**src/dfm_pkg.sv**
```systemverilog
// Package of constants and types for the diagnostic fault monitor
package dfm_pkg;
    // Register indices as printed; byte address is four times the index
    localparam logic [7:0] IDX_CTRL_STATUS = 8'h00;
    localparam logic [7:0] IDX_SAFE_ALERT_A = 8'h02;
    localparam logic [7:0] IDX_SAFE_FAULT_A = 8'h03;
    localparam logic [7:0] IDX_SAFE_ALERT_B = 8'h04;
    localparam logic [7:0] IDX_SAFE_FAULT_B = 8'h05;
    localparam logic [7:0] IDX_SAFE_ALERT_C = 8'h06;
    localparam logic [7:0] IDX_SAFE_FAULT_C = 8'h07;
    localparam logic [7:0] IDX_PERM_ALERT_A = 8'h0A;
    localparam logic [7:0] IDX_PERM_FAULT_A = 8'h0B;
    localparam logic [7:0] IDX_PERM_ALERT_B = 8'h0C;
    localparam logic [7:0] IDX_PERM_FAULT_B = 8'h0D;
    localparam logic [7:0] IDX_PERM_ALERT_C = 8'h0E;
    localparam logic [7:0] IDX_PERM_FAULT_C = 8'h0F;
    localparam logic [7:0] IDX_PERM_ALERT_D = 8'h10;
    localparam logic [7:0] IDX_BATT_STATUS = 8'h12;
    // Own registers: fault enables and RAM-fail window
    localparam logic [7:0] IDX_FAULT_ENABLE = 8'h20;
    localparam logic [7:0] IDX_RAM_WINDOW = 8'h21;
    // Fault enable bit positions
    localparam int EN_OSC = 0;
    localparam int EN_MUX = 1;
    localparam int EN_IROM = 2;
    localparam int EN_DROM = 3;
    localparam int EN_OTP = 4;
    localparam logic [7:0] FAULT_ENABLE_RST = 8'h1C;
    // Battery status watchdog flag position
    localparam int BATT_WD_BIT = 0;
    // Value returned once after a status write
    localparam logic [15:0] WRITE_ECHO = 16'hFFA5;
    // Permanent-fail status bit positions
    localparam int PF_OSC = 0;
    localparam int PF_MUX = 1;
    localparam int PF_IROM = 2;
    localparam int PF_DROM = 3;
    localparam int PF_OTP = 4;
    // Watchdog, reset pulse and RAM window timing
    localparam int WD_INTERVAL_US = 100;
    localparam int CLK_KHZ = 40000;
    localparam int WD_CYCLES = WD_INTERVAL_US * CLK_KHZ / 1000;
    localparam int RST_PULSE_CYCLES = 4;
    localparam logic [15:0] RAM_WINDOW_RST = 16'h0100;
    // Power-up sequence states
    typedef enum logic [1:0] {
        DFM_CHECK = 2'b00,
        DFM_RUN = 2'b01,
        DFM_RESET = 2'b11,
        DFM_SHUT = 2'b10
    } dfm_state_t;
    // Results of the boot signature checks
    typedef struct packed {
        logic iromBad;
        logic dromBad;
        logic otpBad;
        logic trimBad;
    } dfm_sig_t;
    // Whole state of the block
    typedef struct packed {
        dfm_state_t state;
        logic [7:0] faultEnable;
        logic [7:0] pfStatus;
        logic [15:0] ramWindow;
        logic [15:0] windowCnt;
        logic windowOpen;
        logic [15:0] wdCnt;
        logic [2:0] rstCnt;
        logic wdFlag;
        logic echoPending;
        logic [31:0] prdata;
        logic pready;
        logic pslverr;
        logic procReset;
        logic shutdown;
        logic fetsOff;
        logic auxRegOff;
        logic loadDefaults;
        logic [2:0] syncOsc1;
        logic [2:0] syncOsc2;
    } dfm_reg_t;
endpackage
```
**src/dfm_monitor.sv**
```systemverilog
// Diagnostic fault monitor with APB register access
//
// The implementer's own choice: register access over APB.
`timescale 1ns/1ps
// Overview of operation
// - Oscillator fault raises permanent fail if enabled
// - Comparator mux check fail raises permanent fail
// - Missed watchdog service resets the processor
// - Watchdog reset sets battery status flag
// - Missed completion of both conversions forces watchdog fault
// - RAM corruption forces watchdog reset
// - RAM error inside window enters shutdown
// - Instruction ROM signature fail raises permanent fail
// - Data ROM signature fail raises permanent fail
// - OTP fail loads defaults, FETs, regulator off
// - OTP signature excludes manufacturing, stored status
// - Trim signature fail begins shutdown
// - Status read; one echo after write
// - Safety alert and fault bytes read-only
// - Permanent-fail alert and status bytes read-only
module dfm_monitor import dfm_pkg::*; #(
    parameter int WD_LIMIT = WD_CYCLES
) (
    // Clock and reset
    input wire logic clk,
    input wire logic rst_b,
    // APB slave
    input wire logic psel,
    input wire logic penable,
    input wire logic pwrite,
    input wire logic [7:0] paddr,
    input wire logic [31:0] pwdata,
    output logic [31:0] prdata,
    output logic pready,
    output logic pslverr,
    // Diagnostic events from pins
    input wire logic oscDeviation,
    input wire logic muxCheckFail,
    input wire logic ramCorrupt,
    // Processor and converter events, same clock
    input wire logic wdService,
    input wire logic adcDone,
    input wire logic ccDone,
    // Boot signature results, same clock
    input wire logic sigValid,
    input wire dfm_sig_t sigResult,
    // Safety flags from protection logic
    input wire logic [47:0] safetyFlags,
    input wire logic [15:0] deviceStatus,
    // Actions
    output logic procReset,
    output logic shutdown,
    output logic fetsOff,
    output logic auxRegOff,
    output logic loadDefaults,
    output logic [7:0] pfStatus
);
    // Whole block state lives in one packed struct.
    // The next value is built in one always_comb and
    // registered in one always_ff, so every output
    // below is a plain flip-flop with no logic behind it.
    // Reset values that are not zero are set in the
    // reset branch from package constants only.
    dfm_reg_t r;
    dfm_reg_t next_r;
    logic wdFault;
    logic ramErr;
    logic [7:0] idx;
    logic access;

    // Zero-extend a byte to a word
    function automatic logic [31:0] byteWord(input logic [7:0] b);
        byteWord = {24'h000000, b};
    endfunction

    // Only the second stage of each synchroniser feeds logic
    assign ramErr = r.syncOsc2[2];
    assign wdFault = (r.wdCnt >= WD_LIMIT[15:0]);
    assign idx = {2'b00, paddr[7:2]};
    assign access = psel && penable && !r.pready;

    // Next-state logic.
    // Order inside the process matters: the state machine
    // runs first, then the runtime permanent fails, then the
    // action outputs that follow the new fail bits, and the
    // register bus last. A bus write to the enables therefore
    // only affects fails seen from the following cycle on.
    // Fail bits are only ever set here, never cleared; the
    // only way back to zero is the synchronous reset.
    // Pin events enter through two flops; the first stage
    // is read by nothing but the second stage.
    // The watchdog counter saturates at the limit so that
    // a stuck fault cannot wrap and hide itself.
    always_comb begin
        next_r = r;
        next_r.syncOsc1 = {ramCorrupt, muxCheckFail, oscDeviation};
        next_r.syncOsc2 = r.syncOsc1;
        next_r.pready = 1'b0;
        next_r.pslverr = 1'b0;
        unique case (r.state)
            DFM_CHECK: begin
                // Boot checks: wait for the signature engine.
                // Results are taken on the single sigValid cycle;
                // the enables already hold their reset defaults,
                // so memory fails are armed unless software
                // cleared them before the results arrive.
                // A bad trim signature wins over normal start.
                next_r.procReset = 1'b0;
                if (sigValid) begin
                    // OTP signature covers customer data only
                    if (sigResult.iromBad && r.faultEnable[EN_IROM]) begin
                        next_r.pfStatus[PF_IROM] = 1'b1;
                    end
                    if (sigResult.dromBad && r.faultEnable[EN_DROM]) begin
                        next_r.pfStatus[PF_DROM] = 1'b1;
                    end
                    if (sigResult.otpBad) begin
                        next_r.loadDefaults = 1'b1;
                        if (r.faultEnable[EN_OTP]) begin
                            next_r.pfStatus[PF_OTP] = 1'b1;
                        end
                    end
                    if (sigResult.trimBad) begin
                        next_r.state = DFM_SHUT;
                        next_r.shutdown = 1'b1;
                    end else begin
                        next_r.state = DFM_RUN;
                    end
                end
            end
            DFM_RUN: begin
                // Normal operation.
                // The counter clears when the processor services it
                // while at least one conversion completes, and on entry to the reset pulse;
                // a halted processor or both converters stalled
                // let it run into the limit.
                // The RAM window counts cycles since the last
                // watchdog reset and closes by itself.
                // Watchdog counts; service together with either conversion clears it
                if (wdService && (adcDone || ccDone)) begin
                    next_r.wdCnt = 16'h0000;
                end else if (!wdFault) begin
                    next_r.wdCnt = r.wdCnt + 16'h0001;
                end
                if (r.windowOpen) begin
                    if (r.windowCnt >= r.ramWindow) begin
                        next_r.windowOpen = 1'b0;
                    end else begin
                        next_r.windowCnt = r.windowCnt + 16'h0001;
                    end
                end
                if (ramErr && r.windowOpen) begin
                    next_r.state = DFM_SHUT;
                    next_r.shutdown = 1'b1;
                end else if (wdFault || ramErr) begin
                    next_r.state = DFM_RESET;
                    next_r.procReset = 1'b1;
                    next_r.rstCnt = 3'd0;
                    next_r.wdCnt = 16'h0000;
                end
            end
            DFM_RESET: begin
                // Processor reset pulse of fixed length.
                // RAM errors are ignored while it stands; the
                // flag and the RAM window start when it ends,
                // never at its start.
                if (r.rstCnt == 3'(RST_PULSE_CYCLES - 1)) begin
                    next_r.procReset = 1'b0;
                    next_r.wdFlag = 1'b1;
                    next_r.windowOpen = 1'b1;
                    next_r.windowCnt = 16'h0000;
                    next_r.state = DFM_RUN;
                end else begin
                    next_r.rstCnt = r.rstCnt + 3'd1;
                end
            end
            DFM_SHUT: begin
                // Terminal until reset; no further resets,
                // so a broken RAM cannot loop the processor.
                next_r.shutdown = 1'b1;
            end
        endcase
        // Runtime permanent fails, sticky until reset
        if (r.syncOsc2[0] && r.faultEnable[EN_OSC]) begin
            next_r.pfStatus[PF_OSC] = 1'b1;
        end
        if (r.syncOsc2[1] && r.faultEnable[EN_MUX]) begin
            next_r.pfStatus[PF_MUX] = 1'b1;
        end
        // Any permanent fail holds FETs off; only the OTP fail holds the regulator off
        next_r.fetsOff = |next_r.pfStatus;
        next_r.auxRegOff = next_r.pfStatus[PF_OTP];
        // Register bus.
        // Every access gets exactly one wait state: the answer
        // is registered, so pready, prdata and pslverr all come
        // from flops; pready and pslverr stand for one cycle, prdata until the next access.
        // The pready term in access keeps a held request from
        // being taken twice. Read-only and unmapped writes are
        // refused with an error and change nothing.
        // APB access, answered one cycle after the access phase starts
        if (access) begin
            next_r.pready = 1'b1;
            next_r.prdata = 32'h00000000;
            if (pwrite) begin
                unique case (idx)
                    IDX_CTRL_STATUS: next_r.echoPending = 1'b1;
                    IDX_FAULT_ENABLE: next_r.faultEnable = pwdata[7:0];
                    IDX_RAM_WINDOW: next_r.ramWindow = pwdata[15:0];
                    default: next_r.pslverr = 1'b1;
                endcase
            end else begin
                unique case (idx)
                    IDX_CTRL_STATUS: begin
                        next_r.prdata = r.echoPending ? {16'h0000, WRITE_ECHO} : {16'h0000, deviceStatus};
                        next_r.echoPending = 1'b0;
                    end
                    IDX_SAFE_ALERT_A: next_r.prdata = byteWord(safetyFlags[7:0]);
                    IDX_SAFE_FAULT_A: next_r.prdata = byteWord(safetyFlags[15:8]);
                    IDX_SAFE_ALERT_B: next_r.prdata = byteWord(safetyFlags[23:16]);
                    IDX_SAFE_FAULT_B: next_r.prdata = byteWord(safetyFlags[31:24]);
                    IDX_SAFE_ALERT_C: next_r.prdata = byteWord(safetyFlags[39:32]);
                    IDX_SAFE_FAULT_C: next_r.prdata = byteWord(safetyFlags[47:40]);
                    IDX_PERM_ALERT_A: next_r.prdata = byteWord(r.pfStatus);
                    IDX_PERM_FAULT_A: next_r.prdata = byteWord(r.pfStatus);
                    IDX_PERM_ALERT_B, IDX_PERM_FAULT_B, IDX_PERM_ALERT_C,
                    IDX_PERM_FAULT_C, IDX_PERM_ALERT_D: next_r.prdata = 32'h00000000;
                    IDX_BATT_STATUS: next_r.prdata = {31'h00000000, r.wdFlag};
                    IDX_FAULT_ENABLE: next_r.prdata = byteWord(r.faultEnable);
                    IDX_RAM_WINDOW: next_r.prdata = {16'h0000, r.ramWindow};
                    default: next_r.pslverr = 1'b1;
                endcase
            end
        end
    end

    // State register with synchronous reset.
    // The reset branch assigns constants only; the state
    // machine restarts in the boot check after every reset.
    // State register with synchronous reset
    always_ff @(posedge clk) begin
        if (!rst_b) begin
            r <= '0;
            r.faultEnable <= FAULT_ENABLE_RST;
            r.ramWindow <= RAM_WINDOW_RST;
            r.state <= DFM_CHECK;
        end else begin
            r <= next_r;
        end
    end

    // Outputs straight from flip-flops
    assign prdata = r.prdata;
    assign pready = r.pready;
    assign pslverr = r.pslverr;
    assign procReset = r.procReset;
    assign shutdown = r.shutdown;
    assign fetsOff = r.fetsOff;
    assign auxRegOff = r.auxRegOff;
    assign loadDefaults = r.loadDefaults;
    assign pfStatus = r.pfStatus;

    // Assertions
    a_osc_pf_set: assert property (@(posedge clk) disable iff (!rst_b)
        r.syncOsc2[0] && r.faultEnable[EN_OSC] |=> r.pfStatus[PF_OSC])
        else $error("oscillator fail not latched");
    a_mux_pf_set: assert property (@(posedge clk) disable iff (!rst_b)
        r.syncOsc2[1] && r.faultEnable[EN_MUX] |=> r.pfStatus[PF_MUX])
        else $error("mux fail not latched");
    a_wd_reset_pulse: assert property (@(posedge clk) disable iff (!rst_b)
        r.state == DFM_RUN && wdFault && !ramErr |=> procReset [*4])
        else $error("watchdog reset pulse wrong");
    a_wd_flag_set: assert property (@(posedge clk) disable iff (!rst_b)
        $fell(procReset) && r.state == DFM_RUN |-> r.wdFlag)
        else $error("watchdog flag missing");
    a_ram_shutdown: assert property (@(posedge clk) disable iff (!rst_b)
        r.state == DFM_RUN && ramErr && r.windowOpen |=> shutdown && !procReset)
        else $error("ram error in window did not shut down");
    a_trim_shutdown: assert property (@(posedge clk) disable iff (!rst_b)
        r.state == DFM_CHECK && sigValid && sigResult.trimBad |=> shutdown)
        else $error("trim fail did not shut down");
    a_pf_sticky: assert property (@(posedge clk) disable iff (!rst_b)
        ($past(pfStatus) & ~pfStatus) == 8'h00)
        else $error("permanent fail bit cleared");
    a_otp_actions: assert property (@(posedge clk) disable iff (!rst_b)
        pfStatus[PF_OTP] |=> fetsOff && auxRegOff)
        else $error("otp fail actions missing");
    a_echo_once: assert property (@(posedge clk) disable iff (!rst_b)
        access && !pwrite && idx == IDX_CTRL_STATUS && r.echoPending |=> prdata[15:0] == WRITE_ECHO ##1 !r.echoPending)
        else $error("status echo wrong");
    a_apb_answer: assert property (@(posedge clk) disable iff (!rst_b)
        psel && penable && !pready |=> pready)
        else $error("apb answer late");
    c_wd_reset: cover property (@(posedge clk) disable iff (!rst_b) $rose(procReset));
    c_shutdown: cover property (@(posedge clk) disable iff (!rst_b) $rose(shutdown));
    c_echo_read: cover property (@(posedge clk) disable iff (!rst_b) pready && prdata[15:0] == WRITE_ECHO);
    c_otp_fail: cover property (@(posedge clk) disable iff (!rst_b) $rose(loadDefaults));
    c_ram_window: cover property (@(posedge clk) disable iff (!rst_b) r.windowOpen && ramErr);

    // Boot signature checks
    a_irom_pf_set: assert property (@(posedge clk) disable iff (!rst_b)
        r.state == DFM_CHECK && sigValid && sigResult.iromBad && r.faultEnable[EN_IROM] |=> pfStatus[PF_IROM])
        else $error("instruction rom fail not latched");
    a_drom_pf_set: assert property (@(posedge clk) disable iff (!rst_b)
        r.state == DFM_CHECK && sigValid && sigResult.dromBad && r.faultEnable[EN_DROM] |=> pfStatus[PF_DROM])
        else $error("data rom fail not latched");
    a_otp_defaults: assert property (@(posedge clk) disable iff (!rst_b)
        r.state == DFM_CHECK && sigValid && sigResult.otpBad |=> loadDefaults)
        else $error("defaults not loaded");
    a_pf_needs_en: assert property (@(posedge clk) disable iff (!rst_b)
        r.state == DFM_CHECK && sigValid && sigResult.iromBad && !r.faultEnable[EN_IROM]
        && !r.pfStatus[PF_IROM] |=> !pfStatus[PF_IROM])
        else $error("disabled fail was latched");

    // Runtime watchdog and RAM checks
    a_wd_counts: assert property (@(posedge clk) disable iff (!rst_b)
        r.state == DFM_RUN && !(wdService && (adcDone || ccDone)) && !wdFault && !ramErr
        |=> r.wdCnt == $past(r.wdCnt) + 16'h0001)
        else $error("watchdog counter stalled");
    a_ram_reset: assert property (@(posedge clk) disable iff (!rst_b)
        r.state == DFM_RUN && ramErr && !r.windowOpen |=> procReset && !shutdown)
        else $error("ram error did not reset");
    a_shut_sticky: assert property (@(posedge clk) disable iff (!rst_b)
        shutdown |=> shutdown)
        else $error("shutdown released");

    // Register reads and refusals
    a_status_read: assert property (@(posedge clk) disable iff (!rst_b)
        access && !pwrite && idx == IDX_CTRL_STATUS && !r.echoPending
        |=> prdata[15:0] == $past(deviceStatus))
        else $error("status read wrong");
    a_ro_refused: assert property (@(posedge clk) disable iff (!rst_b)
        access && pwrite && idx == IDX_SAFE_ALERT_A |=> pready && pslverr)
        else $error("read-only write not refused");
    a_pf_read: assert property (@(posedge clk) disable iff (!rst_b)
        access && !pwrite && idx == IDX_PERM_FAULT_A |=> prdata[7:0] == $past(r.pfStatus))
        else $error("permanent fail read wrong");
    a_batt_read: assert property (@(posedge clk) disable iff (!rst_b)
        access && !pwrite && idx == IDX_BATT_STATUS |=> prdata[0] == $past(r.wdFlag))
        else $error("battery status read wrong");
    a_pready_pulse: assert property (@(posedge clk) disable iff (!rst_b)
        pready |=> !pready)
        else $error("pready held too long");
endmodule

```
**config.mk**
```make
export PLATFORM = sky130hd
export DESIGN_NAME = dfm_monitor
export DESIGN_NICKNAME = d
export VERILOG_FILES = /design/src/dfm_pkg.sv /design/src/dfm_monitor.sv
export SDC_FILE = /design/constraint.sdc
export NUM_CORES = 1
export LEC_CHECK = 0
export BUFFER_PORTS_ARGS = -buffer_cell sky130_fd_sc_hd__buf_2
export CORE_ASPECT_RATIO = 2
export CORE_MARGIN = 4
export CORE_UTILIZATION = 52
export DETAILED_ROUTE_END_ITERATION = 7
export GPL_ROUTABILITY_DRIVEN = 0
export MAX_ROUTING_LAYER = met4
export PLACE_DENSITY = 0.81
export SLEW_MARGIN = 20
export SYNTH_ARGS = -nofsm -noshare
export SYNTH_HDL_FRONTEND = slang
export SYNTH_SLANG_ARGS = --single-unit
```
**constraint.sdc**
```tcl
create_clock -name clk -period 2.65 [get_ports clk]
set_input_delay 0.265 -clock clk [delete_from_list [all_inputs] [get_ports clk]]
set_output_delay 0.265 -clock clk [all_outputs]
set_load 0.01 [all_outputs]
```
Yosys cells after proc, flatten, opt, wreduce, memory -nomap -nowiden
Cells that the tools add are included.

cells by class
  mux-type cells = 43
  $add $sub $neg = 3
  eq/ne operators = 30
  order comparisons = 2
  reduce and logical (&&, ||, !) cells = 32

operators by type and width
  kind                     number
  $pmux W16 S11            1
  $mux W16                 5
  $mux W19                 2
  $eq A6 B4 Y1 const B     6
  $mux W17                 2
  $pmux W17 S2             1
  $add A16 B1 Y16 const B  2
  $eq A6 B3 Y1 const B     4
  $reduce_and A4 Y1        5
  $mux W1                  19
  $ne A2 B2 Y1 const B     9
  $reduce_or A17 Y1        1
  $ge A16 B12 Y1 const B   1
  $ge A16 B16 Y1           1
  $eq A6 B2 Y1 const B     2
  $eq A6 B5 Y1 const B     2
  $eq A6 B6 Y1 const B     2
  $mux W2                  6
  $mux W3                  3
  $reduce_and A3 Y1        3
  $logic_and A1 B1 Y1      8
  $logic_not A8 Y1         1
  $reduce_and A2 Y1        4
  $pmux W1 S3              2
  other kinds (15)         18

word-level totals
  flip-flop bits (word level) = 98
  word-level logic and storage cells = 130
  bits of input ports = 120
  output and inout bits = 47

Depth between registers and ports, before layout
Gate-level depths: netlist (run 1).

  word-level depth = 6
  gate-level depth with buffers = 9
  depth with buffers taken out = 8

Worst setup path before layout (run 1)
Ideal clock, no wire load.

  path kind = register -> register
  start point = register r[96] (netlist name)
  end point = register r[70] (netlist name)
  stages on the path, launching flop included = 10
  slack = 356 ps
  library setup time = 129 ps
  data arrival time = 2165 ps
  period minus slack after synthesis = 2294 ps
  buffers on the path = 1
  data required time = 2521 ps
  path through = dfxtp_1 inv_1 ha_1 a21o_1 a21o_1 a2111oi_4 a211oi_2 buf_4 o31ai_1 o31ai_1

between the ends
  longest elaborated chain between the ends = 3

RTL lines
  item                                line                text
  from (decl)                         dfm_monitor.sv:64   dfm_reg_t r;
  from (signal assigned)              dfm_monitor.sv:247  r <= next_r;
  $ge A16 B16 Y1                      dfm_monitor.sv:146  if (r.windowCnt >= r.ramWindow) begin
  $ne A2 B2 Y1 (no source line)       n/a
  $reduce_and A4 Y1 (no source line)  n/a

No other way between the ends.
A chain may end at the register's enable or synchronous reset.

Worst setup path after layout (run 1)
  start point = register r[96] (netlist name)
  end point = register r[78] (netlist name)

Same word-level chain as after synthesis.

==> flow_metrics.env, run 1 <==
export IMPL_status="complete, no violations"
export IMPL_dieWidth_um=80.3
export IMPL_grt_usage_pct=26.9
export IMPL_ys_async_sr_fraction_pct=0
export IMPL_cpLargestDelayFamily="compound AO/OA/AOI/OAI gates"
export IMPL_period_share_pct=93.1
export IMPL_cellPowerDensity_mw_per_mm2=484
export IMPL_grt_antenna_before_repair=0
export IMPL_synthXorXnorAreaFrac_pct=0
export IMPL_synth_fa_ha_area_share_pct=4.84
export IMPL_vias_per_cell=5.91
export IMPL_ys_ff_latch=97
export IMPL_via_count=5536
export IMPL_dpl_hpwl_mm=12.8
export IMPL_path_max_fanout=3
export IMPL_max_freq_ghz=0.405
export IMPL_clock_path_buffers=2
export IMPL_clock_latency_ns=0.35
export IMPL_wl_met3_um=948
export IMPL_synth_ff_type="dfxtp_1"
export IMPL_synth_distinct_cells=59
export IMPL_first_global_vias=5482
export IMPL_cap_viol_max_count=0
export IMPL_cts_sinks=97
export IMPL_cts_made_buffers=9
export IMPL_max_slew_margin_rel_pct=54.7
export IMPL_io_buffer_count=129
export IMPL_place_area_mm2=0.00606
export IMPL_synth_enable_flop_cells=0
export IMPL_avgSynthCellArea_um2=7.94
export IMPL_path_cells="inv_1 -> ha_1 -> a21o_1 -> a21o_1 -> a2111oi_4 -> nand3_1 -> or4_1 -> nand3_1"
export IMPL_cpPeakStageDelay_ns=0.51
export IMPL_crit_type="flop to flop"
export IMPL_dieArea_mm2=0.0122
export IMPL_ctsHtreeMaxLevel=3
export IMPL_synthMuxAreaShare_pct=3.66
export IMPL_layout_commonest_cell="buf_2"
export IMPL_routed_wl_met2_mm=9.02
export IMPL_cp_start_kind="flop"
export IMPL_reg2regPathDepth=8
export IMPL_cts_tree="done"
export IMPL_cp_slowest_cell="a2111oi_4"
export IMPL_critical_path_cell_count=8
export IMPL_setup_viol=0
export IMPL_clockRootBuffer="clkbuf_16"
export IMPL_initial_core_util_pct=53.5
export IMPL_cp_required_ns=2.94
export IMPL_dr_pass1_iters=7
export IMPL_ant_nets=0
export IMPL_seq_area_frac_synth_pct=35.8
export IMPL_drt_iter0_markers=454
export IMPL_fill_cells=877
export IMPL_tightest_slew_ns=0.675
export IMPL_synth_compound_area_share_pct=23.8
export IMPL_cts_hold_buffers=0
export IMPL_syn_area_mm2=0.00543
export IMPL_synth_cells=684
export IMPL_critPathBufInv=1
export IMPL_finalInstanceArea_mm2=0.00637
export IMPL_grt_ovfl_total=0
export IMPL_wl_mm=16.2
export IMPL_synth_simple_area_share_pct=21.7
export IMPL_io_pins=167
export IMPL_grt_pass1_wl_mm=25.4
export IMPL_drive_above_1_share_pct=23.4
export IMPL_core_mm2=0.0101
export IMPL_irDropWorstVdd_v=0.000479
export IMPL_wirelength_met1_mm=5.38
export IMPL_finalMaxSlewViolations=0
export IMPL_p_leak_nw=2.78
export IMPL_nNetsFinal=939
export IMPL_clkSlewWorstSetupHoldPaths_ns=0.07
export IMPL_wire_per_inst_um=17.3
export IMPL_final_hold_viol_count=0
export IMPL_power_w=0.00309
export IMPL_syn2layout_area_growth_pct=17.4
export IMPL_routed_top_layer="met4"
export IMPL_fin_crit_ns=2.47
export IMPL_antenna_cells_inserted=0
export IMPL_drc=0
export IMPL_fin_skew_ns=0.00795
export IMPL_endpoint_kind="flop"
export IMPL_rows=52
export IMPL_layout_common_cells="buf_2 (129), nand2_1 (101), dfxtp_1 (97), nor2_1 (59), a21oi_1 (39)"
export IMPL_synth_top_family_by_area="compound AO/OA/AOI/OAI gates"
export IMPL_holdPathStages=2
export IMPL_hold_ws_ns=0.126
export IMPL_rsz0062_at_grt="false"
export IMPL_arrival_ns=2.75
export IMPL_hold_class="primary input to flop"
export IMPL_fp_dieH_um=153
export IMPL_yosys_warnings=0
export IMPL_grt_max_degree=38
[worst reg2reg max path: cells and delay by family, from the launching register on]
family	cells	cell delay [ns]
buffers and inverters	1	0.06
adder cells (fa/ha/maj)	1	0.29
AO/OA/AOI/OAI	3	0.89
AND/OR/NAND/NOR	3	0.79
flip-flops	1	0.38
[synth_stat cells, drive strengths merged, types with 3 or more instances]
cell type	number	share of area, %
nand3	21	2.0
o21a	5	0.69
nand4	7	0.81
mux2i	12	2.2
nor2	60	4.2
nor2b	9	1.0
o21ai	41	3.8
nand2	101	7.0
buf	51	6.8
a21o	5	0.69
a22oi	29	4.0
a2111oi	4	0.99
a32o	3	0.55
o31ai	21	2.9
ha	21	4.8
dfxtp	97	36
a31oi	12	1.4
a211oi	6	1.0
and2	12	1.4
nand2b	4	0.46
nor4	5	0.69
nor3	13	1.2
a222oi	3	0.55
or2	4	0.46
mux2	5	1.0
clkbuf	21	1.5
a32oi	3	0.48
o211ai	5	0.69
inv	29	2.0
a21oi	40	3.8
and3	13	1.5
[routing by layer]
metal | track usage [%] | vias up
met2 | 50.4 | 276
li1 | - | 2614
met5 | - | -
met4 | 16.7 | 0
met1 | 23.9 | 2573
met3 | 4.14 | 73
[what timing repair did]
item                       4_1_cts  5_1_grt
setup endpoints to repair       14       15
gates resized for setup          1        2
pin swaps                        0        1
buffers inserted                 0        2
[sequential cells by signal, indices dropped and copies added, names as in the netlist]
name,count
next_r,3
fetsOff,1
prdata,16
r,67
shutdown,1
procReset,1
pfStatus,5
pready,1
pslverr,1
loadDefaults,1
[worst paths after layout]
kind	from	to	slack, ns
max	r[96]	r[78]	0.18
min	ramCorrupt	next_r[2]	0.13
max reg2reg	r[96]	r[78]	0.18
min reg2reg	next_r[2]	r[2]	0.44
[cells by family (layout without fill, tap and decap cells)]
group,after synthesis,in the layout
flops,97,97
fa+ha+maj,21,21
buf+inv,101,201
compound gates,191,191
other cells,1,19
simple gates,255,255
mux,18,18
[metrics by stage]
| stage | setup TNS (ns) | utilization [%] | cells | worst slack, ns |
|---|---|---|---|---|
| after floorplan | 0 | - | 702 | 0.356 |
| after global placement | 0 | 59.7 | 920 | 0.0472 |
| after detailed placement | -0.972 | 59.7 | 920 | -0.122 |
| after CTS | 0 | 62.6 | 935 | 0.0646 |
| after global routing | 0 | 62.8 | 937 | 0.0245 |
| final | 0 | 62.8 | 937 | 0.182 |
[final cells by class]
cell class	instances	area (um2)	area share (%)
clock buffers	10	229	3.59
well taps	135	169	2.65
repair buffers	157	856	13.4
multi-input cells	504	3010	47.3
clock inverters	5	56.3	0.883
inverters	29	109	1.71
flip-flops and latches	97	1940	30.5
[power by group]
group | total (W) | internal (W) | switching [W]
combinational | 0.000301 | 0.000127 | 0.000174
clock | 0.00129 | 0.000727 | 0.000562
sequential | 0.00150 | 0.00148 | 0.0000184
(Power assumes the default switching activity.)
==> run 2, diff against run 1 <==
--- a/config.mk
+++ b/config.mk
@@ -5,14 +5,15 @@
 export SDC_FILE = /design/constraint.sdc
 export NUM_CORES = 1
 export LEC_CHECK = 0
+export ABC_AREA = 1
 export BUFFER_PORTS_ARGS = -buffer_cell sky130_fd_sc_hd__buf_2
 export CORE_ASPECT_RATIO = 2
-export CORE_MARGIN = 4
-export CORE_UTILIZATION = 52
+export CORE_MARGIN = 8
+export CORE_UTILIZATION = 48
 export DETAILED_ROUTE_END_ITERATION = 7
 export GPL_ROUTABILITY_DRIVEN = 0
 export MAX_ROUTING_LAYER = met4
-export PLACE_DENSITY = 0.81
+export PLACE_DENSITY = 0.78
 export SLEW_MARGIN = 20
 export SYNTH_ARGS = -nofsm -noshare
 export SYNTH_HDL_FRONTEND = slang
==> constraint.sdc (replaced) <==
create_clock -name clk -period 2 [get_ports clk]
set_input_delay 0.2 -clock clk [delete_from_list [all_inputs] [get_ports clk]]
set_output_delay 0.2 -clock clk [all_outputs]
set_load 0.01 [all_outputs]
==> run 2 against run 1 <==
Compared with the run above:
- clock power is 36% higher
- worst hold slack lost 0.087 ns
- fmax rose by 36%
- combinational power up 85%
- sequential power increased by 34%
==> flow_metrics.env, run 2 <==
export IMPL_nNetsFinal=1152
export IMPL_reg2regPathDepth=14
export IMPL_clock_path_buffers=2
export IMPL_cts_tree="done"
export IMPL_cellPowerDensity_mw_per_mm2=628
export IMPL_drc=0
export IMPL_wl_mm=17.5
export IMPL_crit_type="flop to flop"
export IMPL_wirelength_met1_mm=5.85
export IMPL_io_pins=167
export IMPL_finalInstanceArea_mm2=0.00687
export IMPL_ant_nets=0
export IMPL_fin_skew_ns=0.0119
export IMPL_finalMaxSlewViolations=0
export IMPL_seqPwrFrac_pct=46.6
export IMPL_drt_iter0_markers=275
export IMPL_clockRootBuffer="clkbuf_16"
export IMPL_ys_async_sr_fraction_pct=0
export IMPL_clkSlewWorstSetupHoldPaths_ns=0.07
export IMPL_drive_above_1_share_pct=20.6
export IMPL_synth_ff_type="dfxtp_1"
export IMPL_irDropWorstVdd_v=0.000527
export IMPL_rows=56
export IMPL_final_hold_viol_count=0
export IMPL_p_sw_share_pct=26.9
export IMPL_status="complete, no violations"
export IMPL_cap_viol_max_count=0
export IMPL_cts_resized_gates=0
export IMPL_place_area_mm2=0.00656
export IMPL_grt_pass1_wl_mm=27.9
export IMPL_avgSynthCellArea_um2=6.55
export IMPL_fin_crit_ns=1.82
export IMPL_p_switching_w=0.00116
export IMPL_syn2layout_area_growth_pct=18.9
export IMPL_dieArea_mm2=0.0160
export IMPL_first_global_vias=5878
export IMPL_rsz0062_at_grt="false"
export IMPL_layout_commonest_cell="nand2_1"
export IMPL_synth_commonest_cells="nand2_1 (229), dfxtp_1 (97), nor2_1 (95), inv_1 (88), a21oi_1 (80)"
export IMPL_fill_cells=1141
export IMPL_via_count=6028
export IMPL_grt_usage_pct=22.5
export IMPL_synth_distinct_cells=42
export IMPL_routed_top_layer="met4"
export IMPL_seq_area_frac_synth_pct=33.6
export IMPL_ys_top_cells_by_area="dfxtp_1 (34%), nand2_1 (15%), a21oi_1 (6.9%)"
export IMPL_netlist_area_leader_share_pct=33.6
export IMPL_grt_max_degree=45
export IMPL_grt_ovfl_total=0
export IMPL_core_mm2=0.0118
export IMPL_cp_required_ns=2.27
export IMPL_post_cts_buffers=0
export IMPL_p_int_w=0.00316
export IMPL_largest_reg_flops=67
export IMPL_arrival_ns=2.09
export IMPL_cts_sinks=97
export IMPL_yosys_warnings=0
export IMPL_yosys_area_top_type="dfxtp_1"
export IMPL_clock_latency_ns=0.35
export IMPL_dpl_hpwl_mm=14.1
export IMPL_antenna_cells_inserted=0
export IMPL_cts_hold_buffers=0
export IMPL_wire_per_inst_um=15.1
export IMPL_synth_most_common_cell="nand2_1"
export IMPL_path_max_fanout=16
export IMPL_power_frac_comb_pct=12.9
export IMPL_routed_wl_met2_mm=9.51
export IMPL_period_share_pct=90.8
export IMPL_power_frac_clock_pct=40.5
export IMPL_synth_cells=882
export IMPL_initial_core_util_pct=49.1
export IMPL_tightest_slew_ns=0.491
export IMPL_p_leak_nw=3.22
export IMPL_setup_viol=0
export IMPL_largest_register="r"
export IMPL_vias_per_cell=5.20
export IMPL_max_slew_margin_rel_pct=67.1
export IMPL_dr_pass1_iters=5
export IMPL_hold_class="primary input to flop"
export IMPL_max_freq_ghz=0.551
export IMPL_ctsHtreeMaxLevel=3
export IMPL_layout_common_cells="nand2_1 (227), buf_2 (129), dfxtp_1 (97), nor2_1 (94), inv_1 (88)"
export IMPL_fp_dieH_um=171
export IMPL_ys_ff_latch=97
export IMPL_dieWidth_um=93.6
export IMPL_cts_made_buffers=9
export IMPL_cp_start_kind="flop"
export IMPL_synth_enable_flop_cells=0
export IMPL_holdPathStages=3
export IMPL_finalSetupTns_ns=0
export IMPL_wl_met3_mm=1.08
export IMPL_endpoint_kind="flop"
export IMPL_grt_antenna_before_repair=0
export IMPL_power_w=0.00432
export IMPL_syn_area_mm2=0.00578
export IMPL_io_buffer_count=129
export IMPL_hold_ws_ns=0.0391
==> run 2: cell types whose count changed in the layout (fill, tap and decap cells not counted), moves of 13 or more <==
cell / previous run / this run
inv_1: 29 / 88
nor2_1: 59 / 94
nand3_1: 20 / 64
and3_1: 13 / 0
nand2_1: 101 / 227
o21ai_0: 12 / 55
a22oi_1: 29 / 2
o21ai_1: 29 / 6
a21oi_1: 39 / 80
o31ai_1: 21 / 0
==> run 2: power by group through the flow <==
stage               Sequential, W  Clock, W  Combinational [W]
floorplan                 0.00206         0           0.000323
global placement          0.00206         0           0.000538
detailed placement        0.00206         0           0.000548
CTS                       0.00201   0.00177           0.000553
global route              0.00202   0.00186           0.000621
finish                    0.00201   0.00175           0.000557
==> run 2: final cells by class <==
| type | instances | area [um2] | share of cell area (%) |
|---|---|---|---|
| multi-input combinational | 641 | 3140 | 45.7 |
| inverter | 95 | 357 | 5.19 |
| clock buffer | 9 | 225 | 3.28 |
| timing repair buffer | 167 | 956 | 13.9 |
| clock inverter | 6 | 73.8 | 1.07 |
| sequential | 97 | 1940 | 28.3 |
| tap | 145 | 181 | 2.64 |
==> run 2: final timing paths <==
kind	start	endpoint	slack, ns
worst max-delay path	r[67]	r[76]	0.18
worst min-delay path	oscDeviation	next_r[0]	0.04
worst max register to register	r[67]	r[76]	0.18
worst min register to register	next_r[0]	r[0]	0.41
==> run 2: through the flow <==
stage	worst slack, ns	instances	util (%)
floorplan	0.190	900	-
global placement	0.110	1145	55.7
detailed placement	0.0796	1145	55.7
CTS	0.0661	1160	58.3
global route	0.0255	1160	58.4
finish	0.184	1160	58.4
==> run 2: critical path: stages (launching register included) <==
cell and delay, ns:
dfxtp_1 0.33, inv_1 0.08, ha_1 0.29, inv_1 0.05, nand2_1 0.04, nand2_1 0.06, nand3_1 0.09, nand2_1 0.08
nand2_1 0.07, nand2_1 0.07, nand2_2 0.08, nand2_4 0.11, buf_12 0.14, nand3_1 0.08, a21oi_1 0.17
==> run 2: metal layers <==
metal  track usage, %  up-vias
met5                -        -
met4             15.9        0
met3             4.10       59
met2             42.3      216
met1             19.1     2691
li1                 -     3062
==> run 2: cell families (layout without fill, tap and decap cells) <==
kind of cell    count (synthesis)  count (layout)  share of synthesized area [%]
other cells                     1              19                         0.0649
buf+inv                       162             277                           13.5
compound gates                170             170                           16.1
fa+ha+maj                      21              21                           4.55
flops                          97              97                           33.6
xor+xnor                        5               5                          0.758
simple gates                  426             426                           31.4
==> run 3, diff against run 2 <==
==> config.mk (replaced) <==
export PLATFORM = sky130hd
export DESIGN_NAME = dfm_monitor
export DESIGN_NICKNAME = d
export VERILOG_FILES = /design/src/dfm_pkg.sv /design/src/dfm_monitor.sv
export SDC_FILE = /design/constraint.sdc
export NUM_CORES = 1
export LEC_CHECK = 0
export BUFFER_PORTS_ARGS = -buffer_cell sky130_fd_sc_hd__clkbuf_2
export CORE_ASPECT_RATIO = 2
export CORE_MARGIN = 8
export CORE_UTILIZATION = 47
export DETAILED_ROUTE_END_ITERATION = 7
export GPL_ROUTABILITY_DRIVEN = 0
export MAX_ROUTING_LAYER = met4
export PLACE_DENSITY = 0.77
export SLEW_MARGIN = 20
export SYNTH_ARGS = -nofsm -noshare
export SYNTH_HDL_FRONTEND = slang
export SYNTH_SLANG_ARGS = --single-unit
==> run 3 against run 2 <==
Compared with the run above:
- the run now ends with setup timing left
- wire length up 7.4%
- core utilization up 4.9 points
- first-iteration DRC count up 25%
- die area down 3.5%
- design area up 3.9%
- critical path depth down 5
- worst hold slack better by 0.024 ns
- register-to-register slack worse by 0.51 ns
- global-route usage up 2.0 points
- sequential share of layout area down 0.81 points
- combinational power down 25%
- sequential cell count unchanged
- critical path type unchanged
==> flow_metrics.env, run 3 (synthesized netlist as in run 1, its figures left out) <==
export IMPL_hold_ws_ns=0.0630
export IMPL_setup_ws_ns=-0.330
export IMPL_drc=0
export IMPL_dieWidth_um=92.0
export IMPL_status="finished, violations left"
export IMPL_io_pins=167
export IMPL_irDropWorstVdd_v=0.000431
export IMPL_cpPeakStageDelay_ns=0.44
export IMPL_holdPathStages=2
export IMPL_multiInputGateArea_mm2=0.00322
export IMPL_first_global_vias=6088
export IMPL_syn2layout_area_growth_pct=31.5
export IMPL_fin_crit_ns=2.33
export IMPL_dp_slack_ns=-0.263
export IMPL_grt_use_met2_pct=45.6
export IMPL_gr_max_usage_layer="met2"
export IMPL_violations="setup timing"
export IMPL_fp_dieH_um=168
export IMPL_crit_type="flop to flop"
export IMPL_critPathBufInv=2
export IMPL_critical_path_cell_count=9
export IMPL_nNetsFinal=1001
export IMPL_fill_cells=975
export IMPL_reg2regPathDepth=9
export IMPL_cp_start_kind="flop"
export IMPL_instances_no_fill=1006
export IMPL_cts_tree="done"
export IMPL_largest_register="r"
export IMPL_power_frac_clock_pct=43.9
export IMPL_arrival_ns=2.59
export IMPL_cpLargestDelayFamily="compound AO/OA/AOI/OAI gates"
export IMPL_grt_util_met3_pct=4.54
export IMPL_vias_per_cell=5.83
export IMPL_antenna_cells_inserted=0
export IMPL_cp_slowest_cell="o32a_1"
export IMPL_ant_nets=0
export IMPL_drt_iter0_markers=345
export IMPL_io_buffer_count=129
export IMPL_clkSlewWorstSetupHoldPaths_ns=0.07
export IMPL_cellPowerDensity_mw_per_mm2=598
export IMPL_cts_made_buffers=9
export IMPL_dpl_hpwl_mm=14.3
export IMPL_dieArea_mm2=0.0155
export IMPL_grt_usage_pct=24.5
export IMPL_drive_above_1_share_pct=34.0
export IMPL_clock_path_buffers=2
export IMPL_layout_common_cells="clkbuf_2 (129), nand2_1 (100), dfxtp_1 (83), buf_4 (83), nor2_1 (59)"
export IMPL_core_mm2=0.0113
export IMPL_grtUsageMet1_pct=20.7
export IMPL_hold_class="primary input to flop"
export IMPL_cap_viol_max_count=0
export IMPL_period_share_pct=116
export IMPL_regArea_mm2=0.00196
export IMPL_grt_max_degree=36
export IMPL_dr_pass1_iters=5
export IMPL_path_max_fanout=7
export IMPL_grt_pass1_wl_mm=29.8
export IMPL_cts_sinks=97
export IMPL_p_sw_share_pct=24.3
export IMPL_p_switching_w=0.00104
export IMPL_p_int_w=0.00323
export IMPL_finalMaxSlewViolations=0
export IMPL_power_frac_comb_pct=9.8
export IMPL_rows=55
export IMPL_final_hold_viol_count=0
export IMPL_layout_commonest_cell="clkbuf_2"
export IMPL_max_freq_ghz=0.429
export IMPL_endpoint_kind="flop"
export IMPL_rsz0062_at_grt="true"
export IMPL_wire_per_inst_um=18.7
export IMPL_finalSetupTns_ns=-4.52
export IMPL_clock_latency_ns=0.35
export IMPL_tightest_slew_ns=0.733
export IMPL_grt_antenna_before_repair=0
export IMPL_grt_ovfl_total=0
export IMPL_seqPwrFrac_pct=46.3
export IMPL_initial_core_util_pct=48.1
export IMPL_clockRootBuffer="clkbuf_16"
export IMPL_fin_skew_ns=0.0118
export IMPL_path_cells="inv_2 -> ha_4 -> nand4_1 -> a211o_1 -> o32a_1 -> a211oi_2 -> buf_6 -> o31ai_2 -> o21ai_1"
export IMPL_setup_viol=17
export IMPL_p_leak_nw=3.16
export IMPL_dp_cells=986
export IMPL_wl_mm=18.8
export IMPL_cp_required_ns=2.26
export IMPL_via_count=5861
export IMPL_max_slew_margin_rel_pct=50.7
export IMPL_largest_reg_flops=67
export IMPL_ctsHtreeMaxLevel=3
==> run 3: routing by layer <==
layer | wire [um] | up-vias
met5 | 0 | -
met3 | 1090 | 105
met1 | 6100 | 2725
met4 | 1310 | 0
met2 | 10300 | 287
li1 | - | 2744
==> run 3: through the flow <==
stage	total power [W]	util (%)	area, um2
5_1_grt	0.00438	63.3	7140
2_1_floorplan	0.00225	-	5540
6_report	0.00427	63.3	7140
3_3_place_gp	0.00243	58.1	6560
3_5_place_dp	0.00243	58.1	6560
4_1_cts	0.00426	62.5	7050
==> run 3: what timing repair did <==
| item | CTS | global route |
|---|---|---|
| gates resized for setup | 29 | 17 |
| setup endpoints to repair | 17 | 25 |
| buffers inserted | 3 | 2 |
| hold buffers | 0 | 0 |
| cloned | 1 | 0 |
| pin swaps | 13 | 7 |
==> run 3: worst paths after layout <==
check                                  to  slack, ns        from
worst max-delay path                r[73]      -0.33       r[98]
worst min-delay path            next_r[2]       0.06  ramCorrupt
worst max register to register      r[73]      -0.33       r[98]
worst min register to register       r[0]       0.43   next_r[0]
==> run 3: final cells by class <==
cell class | count | area share, %
Tap cell | 142 | 2.49
Sequential cell | 97 | 27.4
Clock buffer | 9 | 3.15
Clock inverter | 6 | 1.26
Multi-Input combinational cell | 504 | 45.1
Timing Repair Buffer | 219 | 19.0
Inverter | 29 | 1.52
==> run 3: power by group through the flow <==
stage               Clock (W)  Combinational [W]  Sequential, W
global route          0.00195           0.000450        0.00198
detailed placement          0           0.000410        0.00202
global placement            0           0.000404        0.00202
finish                0.00188           0.000419        0.00198
floorplan                   0           0.000234        0.00202
CTS                   0.00187           0.000413        0.00198
